==> src/rtl/phy_regs_pkg.sv <==
// Constants, field positions and carrier types for the PHY register bank
package phy_regs_pkg;

    ////////////////////////////////////////////////////////////////////////////
    // Register byte offsets
    localparam logic [7:0] OFF_BASIC_CONTROL = 8'hE4;
    localparam logic [7:0] OFF_BASIC_STATUS  = 8'hE6;
    localparam logic [7:0] OFF_ID_LOW        = 8'hE8;
    localparam logic [7:0] OFF_ID_HIGH       = 8'hEA;
    localparam logic [7:0] OFF_PORT_CONTROL  = 8'hFA;
    localparam logic [7:0] OFF_PORT_STATUS   = 8'hFC;

    // Basic control word fields
    localparam int BC_LOOPBACK  = 14;
    localparam int BC_SPEED100  = 13;
    localparam int BC_AN_ENABLE = 12;
    localparam int BC_AN_RESTART = 9;
    localparam int BC_FULL_DUP  = 8;
    localparam int BC_XOVER_STD = 5;
    localparam int BC_FORCE_XOV = 4;
    localparam int BC_NO_AUTOX  = 3;
    localparam int BC_TX_OFF    = 1;
    localparam int BC_LED_OFF   = 0;

    // Basic status word fields
    localparam logic [15:0] BS_FIXED_ONES = 16'h7808;
    localparam int BS_AN_DONE = 5;
    localparam int BS_LINK    = 2;

    // Port control view fields
    localparam int PC_LED_OFF   = 15;
    localparam int PC_TX_OFF    = 14;
    localparam int PC_AN_RESTART = 13;
    localparam int PC_NO_AUTOX  = 10;
    localparam int PC_FORCE_XOV = 9;
    localparam int PC_AN_ENABLE = 7;
    localparam int PC_SPEED100  = 6;
    localparam int PC_FULL_DUP  = 5;

    // Port status view fields
    localparam int PS_XOVER_STD = 15;
    localparam int PS_AN_DONE   = 6;
    localparam int PS_LINK      = 5;

    // Reset values of the stored control fields
    localparam logic RST_LOOPBACK  = 1'b0;
    localparam logic RST_SPEED100  = 1'b1;
    localparam logic RST_AN_ENABLE = 1'b1;
    localparam logic RST_FULL_DUP  = 1'b1;
    localparam logic RST_XOVER_STD = 1'b1;
    localparam logic RST_OFF       = 1'b0;

    localparam int LED_COUNT = 2;

    ////////////////////////////////////////////////////////////////////////////
    // Carrier types
    typedef struct packed {
        logic [7:0]  addr;
        logic        wr;
        logic        rd;
        logic [1:0]  be;
        logic [15:0] wdata;
    } reg_req_t;

    typedef struct packed {
        logic loopback;
        logic speed100;
        logic an_enable;
        logic an_restart;
        logic full_dup;
        logic xover_std;
        logic force_xov;
        logic no_autox;
        logic tx_off;
        logic led_off;
    } ctrl_t;

    typedef enum logic [3:0] {
        AN_IDLE = 4'b0001,
        AN_BUSY = 4'b0010,
        AN_DONE = 4'b0100,
        AN_FAIL = 4'b1000
    } an_state_t;

endpackage : phy_regs_pkg

==> src/rtl/an_tracker.sv <==
// Auto-negotiation progress tracker feeding the status word
module an_tracker (
    input  wire logic sys_clk_i,
    input  wire logic nrst_i,
    input  wire logic an_enable_i,
    input  wire logic restart_i,
    input  wire logic phy_an_ok_i,
    input  wire logic phy_an_fail_i,
    output logic      an_complete_o,
    output logic      an_failed_o
);
    import phy_regs_pkg::*;

    an_state_t state_q;
    an_state_t state_d;

    ////////////////////////////////////////////////////////////////////////////
    // Next state; a restart reopens negotiation whenever AN is enabled, even from done
    always_comb begin
        state_d = state_q;
        case (state_q)
            AN_IDLE: begin
                if (an_enable_i) begin
                    state_d = AN_BUSY;
                end
            end
            AN_BUSY: begin
                if (phy_an_ok_i) begin
                    state_d = AN_DONE;
                end else if (phy_an_fail_i) begin
                    state_d = AN_FAIL;
                end
            end
            AN_DONE, AN_FAIL: begin
                if (restart_i) begin
                    state_d = AN_BUSY;
                end
            end
            default: begin
                state_d = AN_IDLE;
            end
        endcase
        if (!an_enable_i) begin
            state_d = AN_IDLE;
        end else if (restart_i) begin
            state_d = AN_BUSY;
        end
    end

    // State register
    always_ff @(posedge sys_clk_i or negedge nrst_i) begin
        if (!nrst_i) begin
            state_q <= AN_IDLE;
        end else begin
            state_q <= state_d;
        end
    end

    // Flags come from registered flops so the status word never glitches
    always_ff @(posedge sys_clk_i or negedge nrst_i) begin
        if (!nrst_i) begin
            an_complete_o <= 1'b0;
            an_failed_o   <= 1'b0;
        end else begin
            an_complete_o <= (state_d == AN_DONE);
            an_failed_o   <= (state_d == AN_FAIL);
        end
    end

endmodule : an_tracker

==> src/rtl/phy_mii_control_status_regs.sv <==
// Basic control, basic status and identifier registers of the PHY port
module phy_mii_control_status_regs #(
    parameter logic [15:0] ID_LOW_VALUE  = 16'hA5C3, // Arbitrary value
    parameter logic [15:0] ID_HIGH_VALUE = 16'h3C5A  // Arbitrary value
) (
    input  wire logic                                sys_clk_i,
    input  wire logic                                nrst_i,
    input  wire phy_regs_pkg::reg_req_t              req_i,
    output logic                                     rvalid_o,
    output logic [15:0]                              rdata_o,
    input  wire logic                                link_up_i,
    input  wire logic                                phy_an_ok_i,
    input  wire logic                                phy_an_fail_i,
    input  wire logic                                an_speed100_i,
    input  wire logic                                an_full_dup_i,
    input  wire logic [phy_regs_pkg::LED_COUNT-1:0]  led_req_i,
    output logic [phy_regs_pkg::LED_COUNT-1:0]       led_o,
    output logic                                     loopback_o,
    output logic                                     speed100_o,
    output logic                                     full_dup_o,
    output logic                                     an_enable_o,
    output logic                                     an_restart_o,
    output logic                                     xover_std_o,
    output logic                                     force_crossed_o,
    output logic                                     auto_xover_off_o,
    output logic                                     tx_disable_o
);
    import phy_regs_pkg::*;

    ////////////////////////////////////////////////////////////////////////////
    // Helpers

    // Word decode; the low address bit is ignored, byte lanes come from be
    function automatic logic hit(input logic [7:0] addr, input logic [7:0] off);
        return addr[7:1] == off[7:1];
    endfunction : hit

    // Byte-lane merge of a write into a stored word
    function automatic logic [15:0] merge(input logic [15:0] old,
                                          input logic [15:0] wdata,
                                          input logic [1:0]  be);
        logic [15:0] res;
        res = old;
        if (be[0]) begin
            res[7:0] = wdata[7:0];
        end
        if (be[1]) begin
            res[15:8] = wdata[15:8];
        end
        return res;
    endfunction : merge

    ////////////////////////////////////////////////////////////////////////////
    // Storage and views

    ctrl_t       ctrl_q;
    ctrl_t       ctrl_d;
    logic        link_q;
    logic        an_complete;
    logic        an_failed;
    logic [15:0] basic_ctrl_view;
    logic [15:0] basic_stat_view;
    logic [15:0] port_ctrl_view;
    logic [15:0] port_stat_view;
    logic [15:0] bc_new;
    logic [15:0] pc_new;
    logic [15:0] rd_mux;
    logic        wr_bc;
    logic        wr_pc;

    // Basic control word as software sees it; unstored bits read zero
    always_comb begin
        basic_ctrl_view                = 16'h0000;
        basic_ctrl_view[BC_LOOPBACK]   = ctrl_q.loopback;
        basic_ctrl_view[BC_SPEED100]   = ctrl_q.speed100;
        basic_ctrl_view[BC_AN_ENABLE]  = ctrl_q.an_enable;
        basic_ctrl_view[BC_AN_RESTART] = ctrl_q.an_restart;
        basic_ctrl_view[BC_FULL_DUP]   = ctrl_q.full_dup;
        basic_ctrl_view[BC_XOVER_STD]  = ctrl_q.xover_std;
        basic_ctrl_view[BC_FORCE_XOV]  = ctrl_q.force_xov;
        basic_ctrl_view[BC_NO_AUTOX]   = ctrl_q.no_autox;
        basic_ctrl_view[BC_TX_OFF]     = ctrl_q.tx_off;
        basic_ctrl_view[BC_LED_OFF]    = ctrl_q.led_off;
    end

    // Port control view maps the same flops at other positions, except loopback and xover_std
    always_comb begin
        port_ctrl_view                = 16'h0000;
        port_ctrl_view[PC_LED_OFF]    = ctrl_q.led_off;
        port_ctrl_view[PC_TX_OFF]     = ctrl_q.tx_off;
        port_ctrl_view[PC_AN_RESTART] = ctrl_q.an_restart;
        port_ctrl_view[PC_NO_AUTOX]   = ctrl_q.no_autox;
        port_ctrl_view[PC_FORCE_XOV]  = ctrl_q.force_xov;
        port_ctrl_view[PC_AN_ENABLE]  = ctrl_q.an_enable;
        port_ctrl_view[PC_SPEED100]   = ctrl_q.speed100;
        port_ctrl_view[PC_FULL_DUP]   = ctrl_q.full_dup;
    end

    // Status words: live negotiation and link state, plus fixed abilities in basic status and xover_std in port status
    always_comb begin
        basic_stat_view             = BS_FIXED_ONES;
        basic_stat_view[BS_AN_DONE] = an_complete;
        basic_stat_view[BS_LINK]    = link_q;
        port_stat_view              = 16'h0000;
        port_stat_view[PS_XOVER_STD] = ctrl_q.xover_std;
        port_stat_view[PS_AN_DONE]  = an_complete;
        port_stat_view[PS_LINK]     = link_q;
    end

    ////////////////////////////////////////////////////////////////////////////
    // Write path

    assign wr_bc  = req_i.wr && hit(req_i.addr, OFF_BASIC_CONTROL);
    assign wr_pc  = req_i.wr && hit(req_i.addr, OFF_PORT_CONTROL);
    assign bc_new = merge(basic_ctrl_view, req_i.wdata, req_i.be);
    assign pc_new = merge(port_ctrl_view, req_i.wdata, req_i.be);

    // Either view writes the shared flops; restart self-clears after one cycle
    always_comb begin
        ctrl_d            = ctrl_q;
        ctrl_d.an_restart = 1'b0;
        if (wr_bc) begin
            ctrl_d.loopback   = bc_new[BC_LOOPBACK];
            ctrl_d.speed100   = bc_new[BC_SPEED100];
            ctrl_d.an_enable  = bc_new[BC_AN_ENABLE];
            ctrl_d.an_restart = bc_new[BC_AN_RESTART];
            ctrl_d.full_dup   = bc_new[BC_FULL_DUP];
            ctrl_d.xover_std  = bc_new[BC_XOVER_STD];
            ctrl_d.force_xov  = bc_new[BC_FORCE_XOV];
            ctrl_d.no_autox   = bc_new[BC_NO_AUTOX];
            ctrl_d.tx_off     = bc_new[BC_TX_OFF];
            ctrl_d.led_off    = bc_new[BC_LED_OFF];
        end else if (wr_pc) begin
            ctrl_d.led_off    = pc_new[PC_LED_OFF];
            ctrl_d.tx_off     = pc_new[PC_TX_OFF];
            ctrl_d.an_restart = pc_new[PC_AN_RESTART];
            ctrl_d.no_autox   = pc_new[PC_NO_AUTOX];
            ctrl_d.force_xov  = pc_new[PC_FORCE_XOV];
            ctrl_d.an_enable  = pc_new[PC_AN_ENABLE];
            ctrl_d.speed100   = pc_new[PC_SPEED100];
            ctrl_d.full_dup   = pc_new[PC_FULL_DUP];
        end
    end

    // Control storage
    always_ff @(posedge sys_clk_i or negedge nrst_i) begin
        if (!nrst_i) begin
            ctrl_q.loopback   <= RST_LOOPBACK;
            ctrl_q.speed100   <= RST_SPEED100;
            ctrl_q.an_enable  <= RST_AN_ENABLE;
            ctrl_q.an_restart <= RST_OFF;
            ctrl_q.full_dup   <= RST_FULL_DUP;
            ctrl_q.xover_std  <= RST_XOVER_STD;
            ctrl_q.force_xov  <= RST_OFF;
            ctrl_q.no_autox   <= RST_OFF;
            ctrl_q.tx_off     <= RST_OFF;
            ctrl_q.led_off    <= RST_OFF;
        end else begin
            ctrl_q <= ctrl_d;
        end
    end

    // Link level taken once so every view agrees in the same cycle
    always_ff @(posedge sys_clk_i or negedge nrst_i) begin
        if (!nrst_i) begin
            link_q <= 1'b0;
        end else begin
            link_q <= link_up_i;
        end
    end

    ////////////////////////////////////////////////////////////////////////////
    // Negotiation tracking

    an_tracker u_an_tracker (
        .sys_clk_i     (sys_clk_i),
        .nrst_i        (nrst_i),
        .an_enable_i   (ctrl_q.an_enable),
        .restart_i     (ctrl_q.an_restart),
        .phy_an_ok_i   (phy_an_ok_i),
        .phy_an_fail_i (phy_an_fail_i),
        .an_complete_o (an_complete),
        .an_failed_o   (an_failed)
    );

    ////////////////////////////////////////////////////////////////////////////
    // Read path; unmapped addresses answer zero rather than stalling

    always_comb begin
        rd_mux = 16'h0000;
        if (hit(req_i.addr, OFF_BASIC_CONTROL)) begin
            rd_mux = basic_ctrl_view;
        end else if (hit(req_i.addr, OFF_BASIC_STATUS)) begin
            rd_mux = basic_stat_view;
        end else if (hit(req_i.addr, OFF_ID_LOW)) begin
            rd_mux = ID_LOW_VALUE;
        end else if (hit(req_i.addr, OFF_ID_HIGH)) begin
            rd_mux = ID_HIGH_VALUE;
        end else if (hit(req_i.addr, OFF_PORT_CONTROL)) begin
            rd_mux = port_ctrl_view;
        end else if (hit(req_i.addr, OFF_PORT_STATUS)) begin
            rd_mux = port_stat_view;
        end
    end

    // Read data is held until the next read so slow hosts can sample it
    always_ff @(posedge sys_clk_i or negedge nrst_i) begin
        if (!nrst_i) begin
            rvalid_o <= 1'b0;
            rdata_o  <= 16'h0000;
        end else begin
            rvalid_o <= req_i.rd;
            if (req_i.rd) begin
                rdata_o <= rd_mux;
            end
        end
    end

    ////////////////////////////////////////////////////////////////////////////
    // PHY-facing controls, all from flops

    always_ff @(posedge sys_clk_i or negedge nrst_i) begin
        if (!nrst_i) begin
            loopback_o       <= RST_LOOPBACK;
            speed100_o       <= RST_SPEED100;
            full_dup_o       <= RST_FULL_DUP;
            an_enable_o      <= RST_AN_ENABLE;
            an_restart_o     <= RST_OFF;
            xover_std_o      <= RST_XOVER_STD;
            force_crossed_o  <= RST_OFF;
            auto_xover_off_o <= RST_OFF;
            tx_disable_o     <= RST_OFF;
            led_o            <= '0;
        end else begin
            loopback_o       <= ctrl_q.loopback;
            speed100_o       <= (ctrl_q.an_enable && an_complete) ? an_speed100_i
                                                                  : ctrl_q.speed100;
            // Forced duplex also covers a negotiation that gave up
            full_dup_o       <= (ctrl_q.an_enable && !an_failed && an_complete)
                                ? an_full_dup_i : ctrl_q.full_dup;
            an_enable_o      <= ctrl_q.an_enable;
            an_restart_o     <= ctrl_q.an_restart;
            xover_std_o      <= ctrl_q.xover_std;
            force_crossed_o  <= ctrl_q.force_xov;
            auto_xover_off_o <= ctrl_q.no_autox;
            tx_disable_o     <= ctrl_q.tx_off;
            led_o            <= ctrl_q.led_off ? '0 : led_req_i;
        end
    end

    ////////////////////////////////////////////////////////////////////////////
    // Assertions

    property p_loopback;
        @(posedge sys_clk_i) disable iff (!nrst_i)
        wr_bc && req_i.be[1] |-> ##2 loopback_o == $past(req_i.wdata[BC_LOOPBACK], 2);
    endproperty
    a_loopback: assert property (p_loopback) else $error("Loopback output wrong");

    property p_forced_speed;
        @(posedge sys_clk_i) disable iff (!nrst_i)
        !ctrl_q.an_enable |=> speed100_o == $past(ctrl_q.speed100);
    endproperty
    a_forced_speed: assert property (p_forced_speed) else $error("Forced speed wrong");

    property p_an_enable;
        @(posedge sys_clk_i) disable iff (!nrst_i)
        wr_bc && req_i.be[1] && !req_i.wdata[BC_AN_ENABLE] |-> ##2 !an_enable_o;
    endproperty
    a_an_enable: assert property (p_an_enable) else $error("Negotiation not disabled");

    property p_restart;
        @(posedge sys_clk_i) disable iff (!nrst_i)
        wr_bc && req_i.be[1] && req_i.wdata[BC_AN_RESTART] |-> ##2 an_restart_o;
    endproperty
    a_restart: assert property (p_restart) else $error("Restart not issued");

    property p_forced_duplex;
        @(posedge sys_clk_i) disable iff (!nrst_i)
        (!ctrl_q.an_enable || an_failed) |=> full_dup_o == $past(ctrl_q.full_dup);
    endproperty
    a_forced_duplex: assert property (p_forced_duplex) else $error("Forced duplex wrong");

    property p_tx_off;
        @(posedge sys_clk_i) disable iff (!nrst_i)
        wr_bc && req_i.be[0] && req_i.wdata[BC_TX_OFF] |-> ##2 tx_disable_o;
    endproperty
    a_tx_off: assert property (p_tx_off) else $error("Transmit not disabled");

    property p_led_off;
        @(posedge sys_clk_i) disable iff (!nrst_i)
        ctrl_q.led_off |=> led_o == '0;
    endproperty
    a_led_off: assert property (p_led_off) else $error("LED lit while disabled");

    property p_status_fixed;
        @(posedge sys_clk_i) disable iff (!nrst_i)
        req_i.rd && hit(req_i.addr, OFF_BASIC_STATUS)
            |=> rvalid_o && (rdata_o & 16'hF84B) == 16'h7808;
    endproperty
    a_status_fixed: assert property (p_status_fixed) else $error("Fixed status bits wrong");

    property p_link_read;
        @(posedge sys_clk_i) disable iff (!nrst_i)
        req_i.rd && hit(req_i.addr, OFF_BASIC_STATUS) |=> rdata_o[BS_LINK] == $past(link_q);
    endproperty
    a_link_read: assert property (p_link_read) else $error("Link status wrong");

    property p_id_low;
        @(posedge sys_clk_i) disable iff (!nrst_i)
        req_i.rd && hit(req_i.addr, OFF_ID_LOW) |=> rdata_o == ID_LOW_VALUE;
    endproperty
    a_id_low: assert property (p_id_low) else $error("Identifier low wrong");

    property p_shared_view;
        @(posedge sys_clk_i) disable iff (!nrst_i)
        wr_pc && req_i.be[1] |=> ctrl_q.tx_off == $past(req_i.wdata[PC_TX_OFF]);
    endproperty
    a_shared_view: assert property (p_shared_view) else $error("Shared view lost");

endmodule : phy_mii_control_status_regs

==> config.mk <==
export PLATFORM = sky130hd
export DESIGN_NAME = phy_mii_control_status_regs
export DESIGN_NICKNAME = d
export VERILOG_FILES = /design/src/rtl/phy_regs_pkg.sv /design/src/rtl/an_tracker.sv /design/src/rtl/phy_mii_control_status_regs.sv
export SDC_FILE = /design/constraint.sdc
export NUM_CORES = 1
export LEC_CHECK = 0
export ABC_AREA = 1
export BUFFER_PORTS_ARGS = -buffer_cell sky130_fd_sc_hd__buf_2
export CAP_MARGIN = 10
export CORE_ASPECT_RATIO = 1.4
export CORE_MARGIN = 3
export CORE_UTILIZATION = 35
export CTS_CLUSTER_DIAMETER = 120
export DETAILED_ROUTE_END_ITERATION = 8
export PLACE_DENSITY_LB_ADDON = 0.3
export SLEW_MARGIN = 10
export SYNTH_ARGS = -nofsm -noshare
export SYNTH_HDL_FRONTEND = slang
export SYNTH_SLANG_ARGS = --single-unit
==> constraint.sdc <==
create_clock -name sys_clk_i -period 1.2 [get_ports sys_clk_i]
set_input_delay 0.06 -clock sys_clk_i [delete_from_list [all_inputs] [get_ports sys_clk_i]]
set_output_delay 0.06 -clock sys_clk_i [all_outputs]
set_load 0.01 [all_outputs]
==> flow_metrics.py <==
metrics = {
    "grt": {
        "grt_use_total_pct": 15.36,
        "grt_pass1_vias": 1932,
        "antenna_found_initial": 0,
        "grt-ovfl-total": 0,
        "grt_max_degree": 46,
        "grt_pass1_wl_um": 8569,
    },
    "placement": {
        "detailed_place_hpwl_um": 3952,
        "placed_area_um2": 2564,
        "dp.cells": 389,
        "gp_congestion": 0.8364,
        "portBuffers": 61,
    },
    "route": {
        "initialDrtViolationCount": 97,
        "wl_per_cell_um": 12.61,
        "drc": 0,
        "routed_wl_um": 5133,
        "vias": 1945,
        "final_antenna_net_count": 0,
        "dr.pass1.iters": 4,
        "vias_per_cell": 4.779,
    },
    "yosys": {
        "yosysSeqAreaShare_pct": 53.82,
        "synth_compound_area_share_pct": 5.269,
        "syn_nets": 292,
        "yosys.area_share.adder_pct": 0,
        "synth_area_leaders": "dfrtp_1, nand2_1, dfstp_2",
        "ys_seq_elements": 45,
        "ys.flop_type": "dfrtp_1",
        "synth_top_area_share_pct": 42.63,
        "syn-cell-area_um2": 2113,
        "synth_cells": 255,
        "yosys_warnings": 0,
        "synth_top_family_by_area": "simple AND/OR/NAND/NOR gates",
        "syn_area_per_cell_um2": 8.287,
        "synthArstFlopShare_pct": 100.0,
        "yosys-top-cells-count": "nand2_1, dfrtp_1, nand3_1, inv_1, nor2_1",
        "synth_cell_types": 24,
        "yosys.area_share.simple_pct": 33.87,
        "synth_edf_count": 0,
        "synth_most_common_cell": "nand2_1",
        "synth-xor-area-share_pct": 0,
        "synth.largest_area_cell": "dfrtp_1",
        "synth_mux_area_share_pct": 1.066,
    },
    "critical_path": {
        "crit_chain": "nor2_1 -> nand2_1 -> nor2_1 -> nand2_1 -> nand3_2 -> nor3_1",
        "cp-start-kind": "flop",
        "arrival_ps": 1370,
        "max_stage_delay_ps": 560,
        "crit_family": "flip-flops",
        "crit_type": "flop to flop",
        "worstPathRequired_ps": 1420,
        "cp-end-kind": "flop",
        "critPathMaxFanout": 3,
        "slowest_stage": "dfstp_2",
        "crit_buf_inv": 0,
    },
    "clock_tree": {
        "root_buffer": "clkbuf_8",
        "clockBufferDepth": 2,
        "clock-sinks": 45,
        "htreeDepth": 2,
        "cts_setup_buffers": 0,
        "clk_pin_slew_worst_paths_ps": 90,
        "clkLatencyLatePin_ps": 290,
        "cts_tree": "built",
        "cts_buffers": 5,
    },
    "power": {
        "p_leak_nw": 1.547,
        "power_density_nw_per_um2": 1071,
        "total_power_w": 0.002973,
        "vdd_drop_max_mv": 0.5046,
    },
    "floorplanning": {
        "num_rows": 32,
        "die_x_um": 71.67,
        "ios": 65,
        "die_h_um": 97.94,
        "dieArea_um2": 7019,
        "coreArea_um2": 5685,
        "initial_core_util_pct": 37.17,
    },
    "layout": {
        "n_fill_cell": 575,
        "area_growth_pct": 31.32,
        "final_cell_count_no_fill": 407,
        "insertedDiodeCount": 0,
        "num-nets-final": 375,
        "layout-drive-gt1-share_pct": 29.79,
        "multi_input_area_um2": 867.1,
        "utilization_pct": 48.81,
        "final-seq-area_um2": 1137,
        "design_area_um2": 2775,
    },
    "sta": {
        "rsz0062_at_grt": "yes",
        "setup_violations": 0,
        "drv_slew": 0,
        "finClkSkew_ps": 8.526,
        "finalCritPeriodShare_pct": 96.00,
        "hold_viol_final": 0,
        "finalSetupTns_ps": 0,
        "slew_headroom_pct": 81.48,
        "fin_crit_ps": 1152,
        "worst_pin_slew_ps": 276.1,
        "fmax_mhz": 868.0,
    },
    "job": {
        "maxCapViolCount": 0,
    },
    "outcome": {
        "status": "finished clean",
    },
    "worst_hold_path": {
        "hold_path.class": "input pin to flop",
    },
}
-- final cells by class --
| cell class | count | share of cell area, % |
|---|---|---|
| Clock inverter | 1 | 0.2705 |
| Multi-Input combinational cell | 178 | 31.24 |
| Clock buffer | 7 | 3.111 |
| Sequential cell | 45 | 40.98 |
| Timing Repair Buffer | 80 | 17.49 |
| Tap cell | 68 | 3.066 |
| Inverter | 28 | 3.832 |
-- stage by stage --
| step | hold slack, ps | setup slack [ps] |
|---|---|---|
| 3_5_place_dp | 55.39 | -26.56 |
| 3_3_place_gp | 53.25 | 12.83 |
| 5_1_grt | 14.57 | -56.17 |
| 4_1_cts | 11.41 | 46.06 |
| 2_1_floorplan | -235.6 | 84.37 |
| 6_report | 13.59 | 47.99 |
-- cell usage in the layout, fill, tap and decap left out, types with 2 or more instances in the layout --
cell type and n:
nand2_1 81, buf_2 61, dfrtp_1 36, nand3_1 34
inv_1 26, nor2_1 18, nand4_1 10, dlygate4sd3_1 10
dfstp_2 9, buf_4 8, clkbuf_8 6, nand2_2 5
nor2_4 4, o21ai_0 4, o211ai_1 4, a21oi_1 3
a31oi_1 3, nor3_1 3, nand3_2 2, mux2_2 2
-- worst register-to-register path: stages (launching register included) --
cell and delay [ps]:
dfstp_2 560, nor2_1 50, nand2_1 90, nor2_1 50, nand2_1 90, nand3_2 80
nor3_1 160
-- state kept, by name, summed over array words and instances (netlist names), 2 cells and up --
signal                cells
rdata_o                  16
basic_ctrl_view          10
u_an_tracker.state_q      4
led_o                     2
-- path summary, 6_finish.rpt --
check / from / endpoint / slack [ps] / cells after the start
max reg2reg: u_an_tracker.state_q[0] / u_an_tracker.state_q[3] / 50 / 6
min: req_i[6] / basic_ctrl_view[13] / 10 / 3
max in group asynchronous: nrst_i / basic_ctrl_view[5] / 640 / 3
max: u_an_tracker.state_q[0] / u_an_tracker.state_q[3] / 50 / 6
min in group asynchronous: nrst_i / led_o[1] / 280 / 3
min reg2reg: basic_ctrl_view[5] / xover_std_o / 400 / 0
-- routing by layer --
layer | up-vias | global-route usage [%] | part of all wire [%]
met2 | 60 | 28.05 | 54
li1 | 1002 | - | -
met4 | 0 | 6.802 | 2.1
met5 | - | 0 | 0
met3 | 9 | 1.854 | 5.0
met1 | 874 | 17.46 | 38
-- cell families after synthesis --
logic type / Yosys count
buffers and inverters: 32
AOI/OAI and AO/OA: 18
muxes: 2
DFF: 45
and+or+nand+nor: 158
-- what timing repair did --
| action | in CTS | in global routing |
|---|---|---|
| pin swaps | 0 | 1 |
| setup endpoints to repair | 4 | 4 |
| gates resized for setup | 3 | 2 |
| hold buffers | 10 | 0 |
| hold endpoints to repair | 52 | 0 |
-- report_power, final --
group / internal [W] / leakage (nW) / switching, W
combinational: 0.000163 / 0.922 / 0.000215
clock: 0.000468 / 0.0445 / 0.000485
sequential: 0.00160 / 0.580 / 0.0000445
No activity file was read; power rests on OpenSTA's default activity.
